[config.mk]
export PLATFORM = sky130hd
export DESIGN_NAME = cadr_top
export DESIGN_NICKNAME = d
export VERILOG_FILES = /design/src/hw/cadr_pkg.sv /design/src/hw/cadr_route_if.sv /design/src/hw/cadr_decode.sv /design/src/hw/cadr_top.sv
export VERILOG_INCLUDE_DIRS = /design/src /design/src/hw
export SDC_FILE = /design/constraint.sdc
export NUM_CORES = 1
export LEC_CHECK = 0
export BUFFER_PORTS_ARGS = -buffer_cell sky130_fd_sc_hd__buf_2
export CORE_MARGIN = 2
export CORE_UTILIZATION = 50
export CTS_CLUSTER_DIAMETER = 30
export DETAILED_ROUTE_END_ITERATION = 7
export PLACE_DENSITY_LB_ADDON = 0.2
export RECOVER_POWER = 100
export SLEW_MARGIN = 20
export SYNTH_ARGS = -nofsm -noshare
export SYNTH_HDL_FRONTEND = slang
export SYNTH_HIERARCHICAL = 1
export SYNTH_SLANG_ARGS = --single-unit
[constraint.sdc]
create_clock -name CLOCK -period 4.2 [get_ports CLOCK]
set_input_delay 0.21 -clock CLOCK [delete_from_list [all_inputs] [get_ports CLOCK]]
set_output_delay 0.21 -clock CLOCK [all_outputs]
set_load 0.05 [all_outputs]
[src/hw/cadr_map.svh]
// constants of the configuration address decode router: ports, field positions, resets
// assumes inclusion by bare name from every file that needs a number of this block
`ifndef CADR_MAP_SVH
`define CADR_MAP_SVH

// ********************************************************************
// processor i/o ports
// ********************************************************************
`define CADR_ADDR_PORT   16'h0CF8
`define CADR_DATA_PORT   16'h0CFC
`define CADR_BE_FULL     4'hF

// ********************************************************************
// address port fields
// ********************************************************************
`define CADR_EN_BIT      31
`define CADR_BUS_HI      23
`define CADR_BUS_LO      16
`define CADR_DEV_HI      15
`define CADR_DEV_LO      11
`define CADR_FN_HI       10
`define CADR_FN_LO       8
`define CADR_REG_HI      7
`define CADR_REG_LO      2
`define CADR_ADDR_WMASK  32'h80FF_FFFC
`define CADR_ADDR_RST    32'h0000_0000
`define CADR_DATA_RST    32'h0000_0000

// ********************************************************************
// bus 0 device numbers and limits
// ********************************************************************
`define CADR_BUS_ZERO    8'h00
`define CADR_DEV_HOST    5'h00
`define CADR_DEV_PEXB    5'h01
`define CADR_DEV_GFX     5'h02
`define CADR_FN_MAX      3'h1
`define CADR_ABORT_DATA  32'hFFFF_FFFF

`endif

[src/hw/cadr_pkg.sv]
// types of the configuration address decode router
// assumes nothing beyond a SystemVerilog compiler
`default_nettype none

package cadr_pkg;
	// control states, one-hot
	typedef enum logic [2:0] {
		ST_IDLE = 3'h1,
		ST_WAIT = 3'h2,
		ST_DONE = 3'h4
	} cadr_state_e;

	// decoded destination of a configuration access
	typedef enum logic [5:0] {
		RT_INT   = 6'h01,
		RT_PEX0  = 6'h02,
		RT_PEX1  = 6'h04,
		RT_HUB0  = 6'h08,
		RT_HUB1  = 6'h10,
		RT_ABORT = 6'h20
	} cadr_route_e;

	// which answer the control waits for
	typedef enum logic [2:0] {
		TG_INT = 3'h1,
		TG_PEX = 3'h2,
		TG_HUB = 3'h4
	} cadr_target_e;
endpackage

`default_nettype wire

[src/hw/cadr_route_if.sv]
// carrier between the router top and its address decoder
// assumes both ends are built in the same clock domain; contents are combinational
`timescale 1ns/100ps
`default_nettype none

interface cadr_route_if;
	logic [31:0]             addr;
	logic [7:0]              sec_bus;
	logic [7:0]              sub_bus;
	logic                    gfx_present;
	cadr_pkg::cadr_route_e   route;
	logic [7:0]              bus;
	logic [4:0]              dev;
	logic [2:0]              func;
	logic [5:0]              regno;
	logic [31:0]             hub_addr;
	logic [7:0]              pex_b6;
	logic [7:0]              pex_b7;
	logic [7:0]              pex_b8;

	modport dec (
		input  addr, sec_bus, sub_bus, gfx_present,
		output route, bus, dev, func, regno, hub_addr, pex_b6, pex_b7, pex_b8
	);
	modport top (
		output addr, sec_bus, sub_bus, gfx_present,
		input  route, bus, dev, func, regno, hub_addr, pex_b6, pex_b7, pex_b8
	);
endinterface

`default_nettype wire

[src/hw/cadr_decode.sv]
// decoder of the configuration address port into a destination and its header fields
// assumes the address port value and bridge bus numbers are stable while read
`timescale 1ns/100ps
`default_nettype none
`include "cadr_map.svh"

module cadr_decode (
	cadr_route_if.dec rif
);
	logic hub_type1;

	// ********************************************************************
	// field split and header placement
	// ********************************************************************
	assign rif.bus   = rif.addr[`CADR_BUS_HI:`CADR_BUS_LO];
	assign rif.dev   = rif.addr[`CADR_DEV_HI:`CADR_DEV_LO];
	assign rif.func  = rif.addr[`CADR_FN_HI:`CADR_FN_LO];
	assign rif.regno = rif.addr[`CADR_REG_HI:`CADR_REG_LO]; // RL10
	assign hub_type1 = (rif.route == cadr_pkg::RT_HUB1);
	// bus field only rides on the hub address for type 1
	assign rif.hub_addr = {8'h00, hub_type1 ? rif.bus : `CADR_BUS_ZERO,
		rif.dev, rif.func, rif.regno, 2'h0}; // RL5 RL7 RL9 RL10
	assign rif.pex_b8 = rif.bus; // RL5
	assign rif.pex_b6 = {rif.dev, rif.func}; // RL7 RL9
	assign rif.pex_b7 = {rif.regno, 2'h0}; // RL10

	// ********************************************************************
	// destination choice
	// ********************************************************************
	// internal devices answer only functions 0 and 1; the graphics slot
	// falls through to the hub when that function is absent
	always_comb begin
		rif.route = cadr_pkg::RT_HUB1;
		if (rif.bus == `CADR_BUS_ZERO) begin
			if (rif.dev == `CADR_DEV_HOST || rif.dev == `CADR_DEV_PEXB ||
				(rif.dev == `CADR_DEV_GFX && rif.gfx_present)) begin // RL6
				if (rif.func > `CADR_FN_MAX)
					rif.route = cadr_pkg::RT_ABORT; // RL8
				else
					rif.route = cadr_pkg::RT_INT; // RL6
			end else begin
				rif.route = cadr_pkg::RT_HUB0; // RL1
			end
		end else if (rif.bus == rif.sec_bus) begin
			if (rif.dev != `CADR_DEV_HOST)
				rif.route = cadr_pkg::RT_ABORT; // RL15
			else
				rif.route = cadr_pkg::RT_PEX0; // RL3
		end else if (rif.bus > rif.sec_bus && rif.bus <= rif.sub_bus) begin
			rif.route = cadr_pkg::RT_PEX1; // RL4
		end else begin
			rif.route = cadr_pkg::RT_HUB1; // RL2
		end
	end
endmodule

`default_nettype wire

[src/hw/cadr_top.sv]
// configuration address decode router: address port, data window and routing of
// configuration transactions to internal devices, the express port or the hub link
// assumes the processor holds a request until acknowledged and each far side answers
// every request it receives with one acknowledge pulse
//
// Summary of operation
// RL1: bus zero, foreign device: hub type 0
// RL2: nonzero bus outside bridge range: hub type 1
// RL3: bus equals secondary: express type 0
// RL4: bus above secondary, within subordinate: express type 1
// RL5: bus field to header byte 8, hub A[23:16]
// RL6: bus zero devices 0,1,2 are internal; device 2 only while GFX_PRESENT is high
// RL7: device field to byte 6 [7:3], A[15:11]
// RL8: internal device, function above 1: ignored
// RL9: function field to byte 6 [2:0], A[10:8]
// RL10: register field selects doubleword, bits 7:2
// RL11: enable set: data window makes config transaction
// RL12: data window 32-bit read/write, resets to zero
// RL13: address bit 31 enables config, resets clear
// RL14: address port dword only; partial passes to hub
// RL15: express type 0 to nonzero device aborts
// RL16: enable clear: data window is plain i/o
`timescale 1ns/100ps
`default_nettype none
`include "cadr_map.svh"

module cadr_top (
	input  wire logic        CLOCK,
	input  wire logic        RST,
	input  wire logic        IO_REQ,
	input  wire logic        IO_WR,
	input  wire logic [15:0] IO_ADDR,
	input  wire logic [3:0]  IO_BE,
	input  wire logic [31:0] IO_WDATA,
	output logic             IO_ACK,
	output logic      [31:0] IO_RDATA,
	input  wire logic [7:0]  SEC_BUS,
	input  wire logic [7:0]  SUB_BUS,
	input  wire logic        GFX_PRESENT,
	output logic             CFG_ENABLE,
	output logic             OUT_WR,
	output logic      [3:0]  OUT_BE,
	output logic      [31:0] OUT_WDATA,
	output logic             INT_REQ,
	output logic      [4:0]  INT_DEV,
	output logic      [2:0]  INT_FUNC,
	output logic      [5:0]  INT_REG,
	input  wire logic        INT_ACK,
	input  wire logic [31:0] INT_RDATA,
	output logic             PEX_REQ,
	output logic             PEX_TYPE1,
	output logic      [7:0]  PEX_HDR_B6,
	output logic      [7:0]  PEX_HDR_B7,
	output logic      [7:0]  PEX_HDR_B8,
	input  wire logic        PEX_ACK,
	input  wire logic [31:0] PEX_RDATA,
	output logic             HUB_REQ,
	output logic             HUB_CFG,
	output logic             HUB_TYPE1,
	output logic      [31:0] HUB_ADDR,
	input  wire logic        HUB_ACK,
	input  wire logic [31:0] HUB_RDATA
);
	cadr_pkg::cadr_state_e  state_r, state_nxt;
	cadr_pkg::cadr_target_e tgt_r, tgt_nxt;
	logic [31:0] addr_port_r, addr_port_nxt;
	logic [31:0] data_window_r, data_window_nxt;
	logic [31:0] rdata_r, rdata_nxt;
	logic        cfg_op_r, cfg_op_nxt;
	logic        out_wr_r, out_wr_nxt;
	logic [3:0]  out_be_r, out_be_nxt;
	logic [31:0] out_wdata_r, out_wdata_nxt;
	logic [4:0]  int_dev_r, int_dev_nxt;
	logic [2:0]  int_func_r, int_func_nxt;
	logic [5:0]  int_reg_r, int_reg_nxt;
	logic        pex_type1_r, pex_type1_nxt;
	logic [7:0]  pex_b6_r, pex_b6_nxt;
	logic [7:0]  pex_b7_r, pex_b7_nxt;
	logic [7:0]  pex_b8_r, pex_b8_nxt;
	logic        hub_cfg_r, hub_cfg_nxt;
	logic        hub_type1_r, hub_type1_nxt;
	logic [31:0] hub_addr_r, hub_addr_nxt;
	logic [31:0] win_merge;
	logic        cfg_space_enable;
	logic        at_addr_port;
	logic        at_data_port;
	logic        full_dw;
	logic        sel_ack;
	logic [31:0] sel_rdata;

	cadr_route_if rif ();

	// ********************************************************************
	// address decode
	// ********************************************************************
	assign rif.addr        = addr_port_r;
	assign rif.sec_bus     = SEC_BUS;
	assign rif.sub_bus     = SUB_BUS;
	assign rif.gfx_present = GFX_PRESENT;

	cadr_decode u_decode (
		.rif (rif)
	);

	assign cfg_space_enable = addr_port_r[`CADR_EN_BIT]; // RL13
	assign at_addr_port     = (IO_ADDR == `CADR_ADDR_PORT);
	assign at_data_port     = (IO_ADDR == `CADR_DATA_PORT);
	assign full_dw          = (IO_BE == `CADR_BE_FULL);

	// ********************************************************************
	// byte-lane merge into the data window
	// ********************************************************************
	// partial writes keep the untouched lanes of the previous window value
	for (genvar b = 0; b < 4; b++) begin : g_lane
		assign win_merge[8*b +: 8] = IO_BE[b] ? IO_WDATA[8*b +: 8] : data_window_r[8*b +: 8];
	end

	// ********************************************************************
	// answer select
	// ********************************************************************
	always_comb begin
		sel_ack   = 1'b0;
		sel_rdata = HUB_RDATA;
		unique case (tgt_r)
			cadr_pkg::TG_INT: begin
				sel_ack   = INT_ACK;
				sel_rdata = INT_RDATA;
			end
			cadr_pkg::TG_PEX: begin
				sel_ack   = PEX_ACK;
				sel_rdata = PEX_RDATA;
			end
			cadr_pkg::TG_HUB: begin
				sel_ack   = HUB_ACK;
				sel_rdata = HUB_RDATA;
			end
			default: begin
				sel_ack   = 1'b0;
				sel_rdata = HUB_RDATA;
			end
		endcase
	end

	// ********************************************************************
	// control and register next values
	// ********************************************************************
	always_comb begin
		state_nxt       = state_r;
		tgt_nxt         = tgt_r;
		addr_port_nxt   = addr_port_r;
		data_window_nxt = data_window_r;
		rdata_nxt       = rdata_r;
		cfg_op_nxt      = cfg_op_r;
		out_wr_nxt      = out_wr_r;
		out_be_nxt      = out_be_r;
		out_wdata_nxt   = out_wdata_r;
		int_dev_nxt     = int_dev_r;
		int_func_nxt    = int_func_r;
		int_reg_nxt     = int_reg_r;
		pex_type1_nxt   = pex_type1_r;
		pex_b6_nxt      = pex_b6_r;
		pex_b7_nxt      = pex_b7_r;
		pex_b8_nxt      = pex_b8_r;
		hub_cfg_nxt     = hub_cfg_r;
		hub_type1_nxt   = hub_type1_r;
		hub_addr_nxt    = hub_addr_r;
		unique case (state_r)
			cadr_pkg::ST_IDLE: begin
				if (IO_REQ) begin
					out_wr_nxt    = IO_WR;
					out_be_nxt    = IO_BE;
					out_wdata_nxt = IO_WDATA;
					cfg_op_nxt    = 1'b0;
					if (at_addr_port && full_dw) begin // RL14
						// reserved bits 30:24 and 1:0 never store, so they read zero
						if (IO_WR)
							addr_port_nxt = IO_WDATA & `CADR_ADDR_WMASK; // RL13
						rdata_nxt = addr_port_r;
						state_nxt = cadr_pkg::ST_DONE;
					end else if (at_data_port && cfg_space_enable) begin // RL11
						cfg_op_nxt = 1'b1;
						if (IO_WR)
							data_window_nxt = win_merge; // RL12
						int_dev_nxt   = rif.dev;
						int_func_nxt  = rif.func;
						int_reg_nxt   = rif.regno;
						pex_b6_nxt    = rif.pex_b6;
						pex_b7_nxt    = rif.pex_b7;
						pex_b8_nxt    = rif.pex_b8;
						hub_addr_nxt  = rif.hub_addr;
						hub_cfg_nxt   = 1'b1;
						pex_type1_nxt = (rif.route == cadr_pkg::RT_PEX1); // RL4
						hub_type1_nxt = (rif.route == cadr_pkg::RT_HUB1); // RL2
						state_nxt     = cadr_pkg::ST_WAIT;
						unique case (rif.route)
							cadr_pkg::RT_INT:  tgt_nxt = cadr_pkg::TG_INT; // RL6
							cadr_pkg::RT_PEX0: tgt_nxt = cadr_pkg::TG_PEX; // RL3
							cadr_pkg::RT_PEX1: tgt_nxt = cadr_pkg::TG_PEX; // RL4
							cadr_pkg::RT_HUB0: tgt_nxt = cadr_pkg::TG_HUB; // RL1
							cadr_pkg::RT_HUB1: tgt_nxt = cadr_pkg::TG_HUB; // RL2
							cadr_pkg::RT_ABORT: begin
								// nobody claims it: reads float high, writes vanish
								rdata_nxt = `CADR_ABORT_DATA; // RL8 RL15
								state_nxt = cadr_pkg::ST_DONE;
							end
							default: state_nxt = cadr_pkg::ST_IDLE;
						endcase
					end else begin
						// partial address-port hits, a disabled window and all other
						// ports go out unchanged as plain i/o on the hub
						hub_cfg_nxt   = 1'b0; // RL14 RL16
						hub_type1_nxt = 1'b0;
						hub_addr_nxt  = {16'h0000, IO_ADDR};
						tgt_nxt       = cadr_pkg::TG_HUB;
						state_nxt     = cadr_pkg::ST_WAIT;
					end
				end
			end
			cadr_pkg::ST_WAIT: begin
				if (sel_ack) begin
					rdata_nxt = sel_rdata;
					// a configuration read leaves its result in the window
					if (cfg_op_r && !out_wr_r)
						data_window_nxt = sel_rdata; // RL12
					state_nxt = cadr_pkg::ST_DONE;
				end
			end
			cadr_pkg::ST_DONE: state_nxt = cadr_pkg::ST_IDLE;
			default:           state_nxt = cadr_pkg::ST_IDLE;
		endcase
	end

	// ********************************************************************
	// registers
	// ********************************************************************
	always_ff @(posedge CLOCK) begin
		if (RST) begin
			state_r       <= cadr_pkg::ST_IDLE;
			tgt_r         <= cadr_pkg::TG_HUB;
			addr_port_r   <= `CADR_ADDR_RST; // RL13
			data_window_r <= `CADR_DATA_RST; // RL12
			rdata_r       <= 32'h0000_0000;
			cfg_op_r      <= 1'b0;
			out_wr_r      <= 1'b0;
			out_be_r      <= 4'h0;
			out_wdata_r   <= 32'h0000_0000;
			int_dev_r     <= 5'h00;
			int_func_r    <= 3'h0;
			int_reg_r     <= 6'h00;
			pex_type1_r   <= 1'b0;
			pex_b6_r      <= 8'h00;
			pex_b7_r      <= 8'h00;
			pex_b8_r      <= 8'h00;
			hub_cfg_r     <= 1'b0;
			hub_type1_r   <= 1'b0;
			hub_addr_r    <= 32'h0000_0000;
		end else begin
			state_r       <= state_nxt;
			tgt_r         <= tgt_nxt;
			addr_port_r   <= addr_port_nxt;
			data_window_r <= data_window_nxt;
			rdata_r       <= rdata_nxt;
			cfg_op_r      <= cfg_op_nxt;
			out_wr_r      <= out_wr_nxt;
			out_be_r      <= out_be_nxt;
			out_wdata_r   <= out_wdata_nxt;
			int_dev_r     <= int_dev_nxt;
			int_func_r    <= int_func_nxt;
			int_reg_r     <= int_reg_nxt;
			pex_type1_r   <= pex_type1_nxt;
			pex_b6_r      <= pex_b6_nxt;
			pex_b7_r      <= pex_b7_nxt;
			pex_b8_r      <= pex_b8_nxt;
			hub_cfg_r     <= hub_cfg_nxt;
			hub_type1_r   <= hub_type1_nxt;
			hub_addr_r    <= hub_addr_nxt;
		end
	end

	// ********************************************************************
	// outputs
	// ********************************************************************
	// requests are levels held through the wait state only
	assign IO_ACK     = (state_r == cadr_pkg::ST_DONE);
	assign IO_RDATA   = rdata_r;
	assign CFG_ENABLE = cfg_space_enable;
	assign OUT_WR     = out_wr_r;
	assign OUT_BE     = out_be_r;
	assign OUT_WDATA  = out_wdata_r;
	assign INT_REQ    = (state_r == cadr_pkg::ST_WAIT) && (tgt_r == cadr_pkg::TG_INT);
	assign INT_DEV    = int_dev_r;
	assign INT_FUNC   = int_func_r;
	assign INT_REG    = int_reg_r;
	assign PEX_REQ    = (state_r == cadr_pkg::ST_WAIT) && (tgt_r == cadr_pkg::TG_PEX);
	assign PEX_TYPE1  = pex_type1_r;
	assign PEX_HDR_B6 = pex_b6_r;
	assign PEX_HDR_B7 = pex_b7_r;
	assign PEX_HDR_B8 = pex_b8_r;
	assign HUB_REQ    = (state_r == cadr_pkg::ST_WAIT) && (tgt_r == cadr_pkg::TG_HUB);
	assign HUB_CFG    = hub_cfg_r;
	assign HUB_TYPE1  = hub_type1_r;
	assign HUB_ADDR   = hub_addr_r;
endmodule

`default_nettype wire

---- Yosys cells after proc, flatten, opt, wreduce, memory -nomap -nowiden ----
Index checks and enable logic that the tools add are counted.
word-level totals
  register bits after elaboration ......... 163
  output and inout port bits .............. 147
  input port bits ......................... 172
  word-level logic and storage cells ...... 92
operators by class
  multiplexer cells ....................... 26
  reduce and logical (&&, ||, !) cells .... 23
  bitwise operators ....................... 1
  equality and inequality tests ........... 23
  order comparisons ....................... 3
operator list
  operator              count
  $mux 32               5
  $pmux 32 s2           2
  $eq 16x12->1 const B  2
  $mux 6                5
  $mux 24               1
  $mux 3                5
  $pmux 3 s2            2
  $reduce_and 4->1      3
  $pmux 3 s3            1
  $eq 8x8->1            1
  $gt 8x8->1            1
  $le 8x8->1            1
  $logic_not 8->1       1
  $mux 8                1
  $logic_and 1x1->1     7
  $eq 3x1->1 const B    2
  $eq 3x2->1 const B    2
  $eq 3x3->1 const B    2
  $eq 6x1->1 const B    1
  $eq 6x2->1 const B    1
  $eq 6x3->1 const B    1
  $eq 6x4->1 const B    1
  $eq 6x5->1 const B    1
  $eq 6x6->1 const B    1
  other kinds (21)      26

---- Depth between registers and ports, before layout ----
Gate-level depths: netlist of the first run.
  depth after elaboration ................. 12
  mapped depth ............................ 14
  gate-level depth less buffers ........... 12

---- By module ----
Netlist of the first run, hierarchy kept.
modules (own cells, without submodules)
  module       instances  seq. area each (µm²)  area an instance (µm²)  cells an instance
  cadr_top     1          3,423.3               7,305.8                 840
  cadr_decode  1          0.0                   1,113.6                 161

---- Worst setup path after synthesis of the first run ----
Ideal clock, no wire load.
  kind .................................... register to register
  from .................................... register addr_port_r[23]
  to ...................................... register rdata_r[2] (netlist: IO_RDATA[2])
  arrival ................................. 2.834 ns
  library setup time ...................... 0.087 ns
  period minus slack after synthesis ...... 2.921 ns
  cell stages (with the launch flop) ...... 14
  data required time ...................... 4.113 ns
  path slack .............................. 1.279 ns
  path buffers ............................ 3
  cell sequence ........................... dfxtp_1 ha_1 nand4_1 or2_1 buf_6 a22o_1 buf_6 and3b_2 nor4b_1 nand2_1 nor3_1 o21ai_2 buf_2 a211oi_1
on the way
  longest elaborated chain between the ends .. 8
  elaborated cells on any way between the ends .. 11
  classes of those cells .................. 2 x order compare; 3 x eq/ne; 3 x mux; 3 x reduce/logical
ends and longest elaborated chain
  item                                      RTL line             source
  start: declaration                        cadr_top.sv:66       logic [31:0] addr_port_r, addr_port_nxt;
  start signal: assignment                  cadr_top.sv:240      addr_port_r <= `CADR_ADDR_RST;
  start signal: assignment                  cadr_top.sv:260      addr_port_r <= addr_port_nxt;
  $gt 8x8->1 or $le 8x8->1 (tied branches)  cadr_decode.sv:49    end else if (rif.bus > rif.sec_bus && rif.bus <= rif.sub_bus) begin
  $logic_and 1x1->1                         cadr_decode.sv:49
  $mux 5                                    cadr_decode.sv:49
  $mux 6                                    cadr_decode.sv:44    end else if (rif.bus == rif.sec_bus) begin
  $mux 6 *                                  cadr_decode.sv:34    if (rif.bus == `CADR_BUS_ZERO) begin
  net rif.route[2]                          cadr_route_if.sv:11  cadr_pkg::cadr_route_e route;
  $eq 6x6->1 *                              cadr_top.sv:195      unique case (rif.route)
  $ne 3x2->1 (no source line) *             --
  $reduce_and 5->1 (no source line) *       --
  end signal: assignment                    cadr_top.sv:262      rdata_r <= rdata_nxt;
  end: declaration                          cadr_top.sv:68       logic [31:0] rdata_r, rdata_nxt;
The timed path passes the listed nets; every way through them passes the cells marked *.
A chain may end at the register's enable or synchronous reset.

---- Worst setup path after layout of the first run ----
  from .................................... register state_r[0]
  to ...................................... register int_reg_r[4] (netlist: INT_REG[4])
on the way
  longest elaborated chain between the ends .. 2
ends and longest elaborated chain
  item                               RTL line         source
  start: declaration                 cadr_top.sv:64   cadr_pkg::cadr_state_e state_r, state_nxt;
  start signal: assignment           cadr_top.sv:238  state_r <= cadr_pkg::ST_IDLE;
  start signal: assignment           cadr_top.sv:258  state_r <= state_nxt;
  $eq 3x1->1                         cadr_top.sv:167  unique case (state_r)
  $reduce_and 4->1 (no source line)  --
  end signal: assignment             cadr_top.sv:269  int_reg_r <= int_reg_nxt;
  end: declaration                   cadr_top.sv:75   logic [5:0] int_reg_r, int_reg_nxt;
Every way passes these cells.

==> flow_summary.ini, run 1 <==
[routing]
dr_wl_met2_mm = 12.3
via_per_inst = 5.45
drc_errors = 0
vias = 7940
dr.max_layer_used = met5
firstDrtPassIters = 6
drt_iter0_markers = 610
wl_met1_mm = 11.6
ant_nets = 0
wl_met3_mm = 2.38
wirelength_mm = 26.8
wl_per_cell_um = 18.4

[sta]
finalHoldViolCount = 0
skew_ns = 0.00912
setup_slack_ns = 0.457
min_period_ns = 3.74
finalCritPeriodShare_pct = 89.1
rsz0062_at_grt = no
tns_ns = 0
slew_viol_final = 81
relSlewSlack_pct = -39.0
finalSetupViolCount = 0
max_freq_mhz = 267
tightestPinTransition_ns = 2.09

[min_path]
min_path_cells = 3
min_path_type = in -> reg

[critical_path]
critical_path_class = reg -> reg
r2r_cells = 7
end_kind = register
critical_path.max_fanout = 41
cp.required_ns = 4.55
crit_arrival_ns = 4.09
worst_setup_path_start_kind = register

[place]
post-place-ws_ns = 0.546
numPortBuffers = 318
dpl.hpwl_mm = 19.3
place_congestion = 0.930

[cells_and_area]
final_layout_size_suffix_gt1_share_pct = 19.7
area_growth_pct = 17.9
final_common_cell = nand2_1
nFillCells = 1633
final_nets = 1411
layout_common_cells = 199 x nand2_1, 173 x buf_2, 171 x dfxtp_1, 148 x clkbuf_1, 116 x a21oi_1

[floorplan]
num_rows = 47
die_w_um = 133
die_h_um = 133
die-area_mm2 = 0.0178
core_area_mm2 = 0.0165
initial_utilization_pct = 50.7
io_pins = 319

[global_routing]
antenna_found_initial = 3
grt_max_degree = 79
grt_pass1_wl_mm = 40.9
gr-usage-all-layers_pct = 29.3
grt_pass1_vias = 7498
grt_overflow = 0

[clocking]
h-tree-depth = 4
clk_latency_ns = 0.43
clock-sinks = 171
clockBufferDepth = 2
post_cts_buffers = 0
cts_tree = done
clk_pin_slew_ns = 0.07
cts_buffers = 17
cts_resized = 0
clock-root-buffer = clkbuf_16
hold_buffers = 0

[yosys]
netlist_area_mm2 = 0.00836
netlist_instances = 992
yosysWarnings = 6
synth_area_per_cell_um2 = 8.42

[pwr]
leakagePower_nw = 4.17
vdd_ir_drop_max_uv = 268
powerDensity_mw_per_mm2 = 409

[outcome]
outcome = finished with violations
failed_checks = capacitance limit, slew limit

[run]
cap_viol_max_count = 2
final cells by class:
cell class                      instances  area, um2  area share (%)
Timing Repair Buffer                  333       1510            15.3
Tap cell                              220        275            2.79
Clock buffer                           20        457            4.64
Multi-Input combinational cell        651       3860            39.2
Inverter                               49        184            1.87
Antenna cell                            2       5.00          0.0508
Sequential cell                       171       3420            34.8
Clock inverter                         12        135            1.37
registers in the layout, indices dropped and copies added, names as in the netlist:
name	flops
HUB_ADDR	32
state_r	3
OUT_WDATA	32
HUB_TYPE1	1
PEX_HDR_B7	8
IO_RDATA	32
tgt_r	3
INT_REG	6
HUB_CFG	1
INT_DEV	5
OUT_BE	4
PEX_HDR_B6	8
PEX_TYPE1	1
OUT_WR	1
PEX_HDR_B8	8
addr_port_r	23
INT_FUNC	3
routing by layer:
layer  vias up  GRT usage, %
li1       3847             -
met1      3700          38.9
met2       352          47.0
met3        39          6.93
met4         2          10.2
met5         -             0
final timing paths:
path / start / endpoint / slack, ns
hold / removal: IO_WDATA[1] / OUT_WDATA[1] / 0.01
setup / recovery: state_r[0] / INT_REG[4] / 0.46
hold reg to reg: HUB_ADDR[25] / HUB_ADDR[25] / 0.45
setup reg to reg: state_r[0] / INT_REG[4] / 0.46
critical path, cell delays in order, from the launching register on:
cell and delay [ns]:
dfxtp_1 0.39, nor3b_1 0.26, nand2_1 0.08, clkbuf_1 0.78
nor4_2 1.13, clkbuf_2 0.69, nand2_1 0.15, a21oi_1 0.16
per-stage QoR:
step                std cells  hold WS, ns  utilization (%)  power, W  area [um2]
floorplan                1003        0.345                -   0.00228        8400
finish                   1458       0.0116             59.8   0.00402        9850
global placement         1424        0.432             58.2   0.00249        9590
detailed placement       1424        0.441             58.2   0.00250        9590
CTS                      1456      0.00314             61.8   0.00408       10200
global route             1457      0.00931             59.8   0.00416        9850
power breakdown:
| group | switching [W] | internal, W | total (W) | leakage, nW |
|---|---|---|---|---|
| logic | 0.000510 | 0.000166 | 0.000676 | 2.49 |
| clock network | 0.000687 | 0.000915 | 0.00160 | 0.292 |
| registers | 0.0000447 | 0.00170 | 0.00175 | 1.39 |
Note: power is estimated with default switching activity, not from simulation.
==> run 2, diff against run 1 <==
- CORE_AREA: default -> 2 2 124 126
- CORE_MARGIN: 2 -> default
- CORE_UTILIZATION: 50 -> default
- DIE_AREA: default -> 0 0 126 128
- SYNTH_HIERARCHICAL: 1 -> default
==> run 2 against run 1 <==
The run still ends with capacitance limit, slew limit left. Sequential share of layout area fell by 1.2 points. Clock power is 8% lower. Worst hold slack improved by 0.012 ns. Routed wire length fell by 14%. First-iteration DRC count is 19% lower. Sequential power down 17%.
==> flow_summary.ini, run 2 <==
[pwr]
powerDensity_mw_per_mm2 = 387
vdd_ir_drop_max_uv = 214
leakagePower_nw = 3.41

[yosys]
synth-edff-count = 0
ys.flop_type = dfxtp_1
yosys.cell_types.count = 55
synth_top_area_share_pct = 42.7
yosys.area.top_type = dfxtp_1
synth_async_sr_flop_share_pct = 0
synth_area_leaders = dfxtp_1 43%, nand2_1 12%, a21oi_1 7.7%, nor3_1 3.6%, a211oi_2 3.3%
netlist_area_mm2 = 0.00690
yosysWarnings = 0
ys_ff_latch = 147
synth_area_per_cell_um2 = 7.99
synth.most_common_cell = nand2_1
synth_common_cells = 216 x nand2_1, 147 x dfxtp_1, 106 x a21oi_1
ys_seq_area_share_pct = 42.7
netlist_instances = 864

[clocking]
clockBufferDepth = 2
clk_pin_slew_ns = 0.06
cts_tree = done
clk_latency_ns = 0.42
h-tree-depth = 4
clock-sinks = 147
cts_buffers = 17
post_cts_buffers = 0
cts_resized = 0
clock-root-buffer = clkbuf_16
hold_buffers = 0

[place]
numPortBuffers = 308
dpl.hpwl_mm = 16.8
placedCellCount = 1295
place_congestion = 0.832

[global_routing]
grt_overflow = 0
grt_pass1_wl_mm = 35.3
gr-usage-all-layers_pct = 27.8
grt_max_degree = 75
grt_pass1_vias = 6603
antenna_found_initial = 4

[sta]
finalHoldViolCount = 0
relSlewSlack_pct = -11.4
tightestPinTransition_ns = 1.67
slew_viol_final = 36
skew_ns = 0.00914
min_period_ns = 3.13
finalCritPeriodShare_pct = 74.5
max_freq_mhz = 320
rsz0062_at_grt = no
finalSetupViolCount = 0
tns_ns = 0

[min_path]
min_path_type = in -> reg
holdCritStartpoint = IO_WDATA[1]
min_to = OUT_WDATA[1]
min_path_cells = 3

[cells_and_area]
final_nets = 1314
multiInputGateArea_mm2 = 0.00348
instances_no_fill = 1327
final_core_util_pct = 59.0
layout_common_cells = 216 x nand2_1, 172 x buf_2, 147 x dfxtp_1, 138 x clkbuf_1, 106 x a21oi_1
final_common_cell = nand2_1
final_layout_size_suffix_gt1_share_pct = 21.7
regArea_mm2 = 0.00294
nFillCells = 1515
area_growth_pct = 27.1

[critical_path]
end_kind = register
path_cells = nand4bb_1, buf_4, nor2_1, nand2_1, a21oi_1
critical_path.max_fanout = 26
path_buf_inv = 1
worstReg2RegEnd = INT_DEV[3]
ff2ff_setup_slack_ns = 1.07
cpPeakStageDelay_ns = 1.16
critPathTopFamily = simple AND/OR/NAND/NOR gates
critical_path_class = reg -> reg
worst_setup_path_start_kind = register
r2r_cells = 5
cp.required_ns = 4.55
crit_cells = 5
crit_arrival_ns = 3.48
r2r_start = state_r[2]
critPathSlowestCell = nor2_1

[floorplan]
num_rows = 45
die-area_mm2 = 0.0161
die_h_um = 128
core_area_mm2 = 0.0149
die_w_um = 126
io_pins = 319
initial_utilization_pct = 46.4

[routing]
wirelength_mm = 23.1
ant_nets = 0
vias = 7213
drt_iter0_markers = 494
drc_errors = 0
firstDrtPassIters = 5
via_per_inst = 5.44
wl_per_cell_um = 17.4

[outcome]
outcome = finished with violations
failed_checks = capacitance limit, slew limit

[run]
cap_viol_max_count = 2
-- run 2: tightest hold or removal path, stage by stage --
cell and delay, ns:
buf_2 0.09, nand2_1 0.04, a21oi_1 0.05
-- run 2: stage by stage --
step | hold WS (ns) | instance area [um2] | power [W] | setup slack [ns]
5_1_grt | 0.0187 | 8770 | 0.00352 | 0.732
6_report | 0.0233 | 8770 | 0.00340 | 1.07
4_1_cts | 0.00911 | 8960 | 0.00343 | 1.51
3_3_place_gp | 0.439 | 8390 | 0.00197 | 1.57
2_1_floorplan | 0.346 | 6930 | 0.00181 | 2.26
3_5_place_dp | 0.444 | 8390 | 0.00197 | 1.48
-- run 2: worst max path at each step --
| stage | start | end | slack (ns) |
|---|---|---|---|
| floorplan | addr_port_r[23] | IO_RDATA[22] | 2.26 |
| global placement | state_r[1] | HUB_ADDR[18] | 1.57 |
| detailed placement | IO_ADDR[15] | IO_RDATA[10] | 1.48 |
| CTS | state_r[1] | HUB_ADDR[19] | 1.51 |
| global route | state_r[2] | INT_FUNC[1] | 0.73 |
| finish | state_r[2] | INT_DEV[3] | 1.07 |
-- run 2: report_power, final --
part	internal, W	leakage (nW)	total, W	switching [W]
logic	0.000131	1.94	0.000467	0.000336
registers	0.00144	1.19	0.00146	0.0000246
clock network	0.000888	0.270	0.00147	0.000579
-- run 2: cell families (layout without fill, tap and decap cells) --
group | count (synthesis) | count (layout) | synth area share [%]
adders and majority gates | 16 | 16 | 2.90
buffers and inverters | 103 | 367 | 7.62
and+or+nand+nor | 359 | 359 | 23.7
AOI/OAI and AO/OA | 237 | 237 | 23.0
DFF | 147 | 147 | 42.7
muxes | 1 | 1 | 0.145
other | 1 | 12 | 0.0544
-- run 2: final cells by class --
| class | instances | area share (%) |
|---|---|---|
| Clock buffer | 23 | 5.68 |
| Clock inverter | 7 | 0.842 |
| Inverter | 15 | 0.642 |
| Tap cell | 188 | 2.68 |
| Sequential cell | 147 | 33.5 |
| Multi-Input combinational cell | 623 | 39.6 |
| Timing Repair Buffer | 322 | 16.9 |
| Antenna cell | 2 | 0.0571 |
-- run 2: routing by layer --
metal | vias to the layer above | track usage, % | part of all wire (%)
li1 | 3531 | - | -
met5 | - | 0 | 0.048
met1 | 3333 | 37.2 | 43
met2 | 299 | 43.5 | 46
met4 | 2 | 12.2 | 3.0
met3 | 48 | 5.97 | 7.4
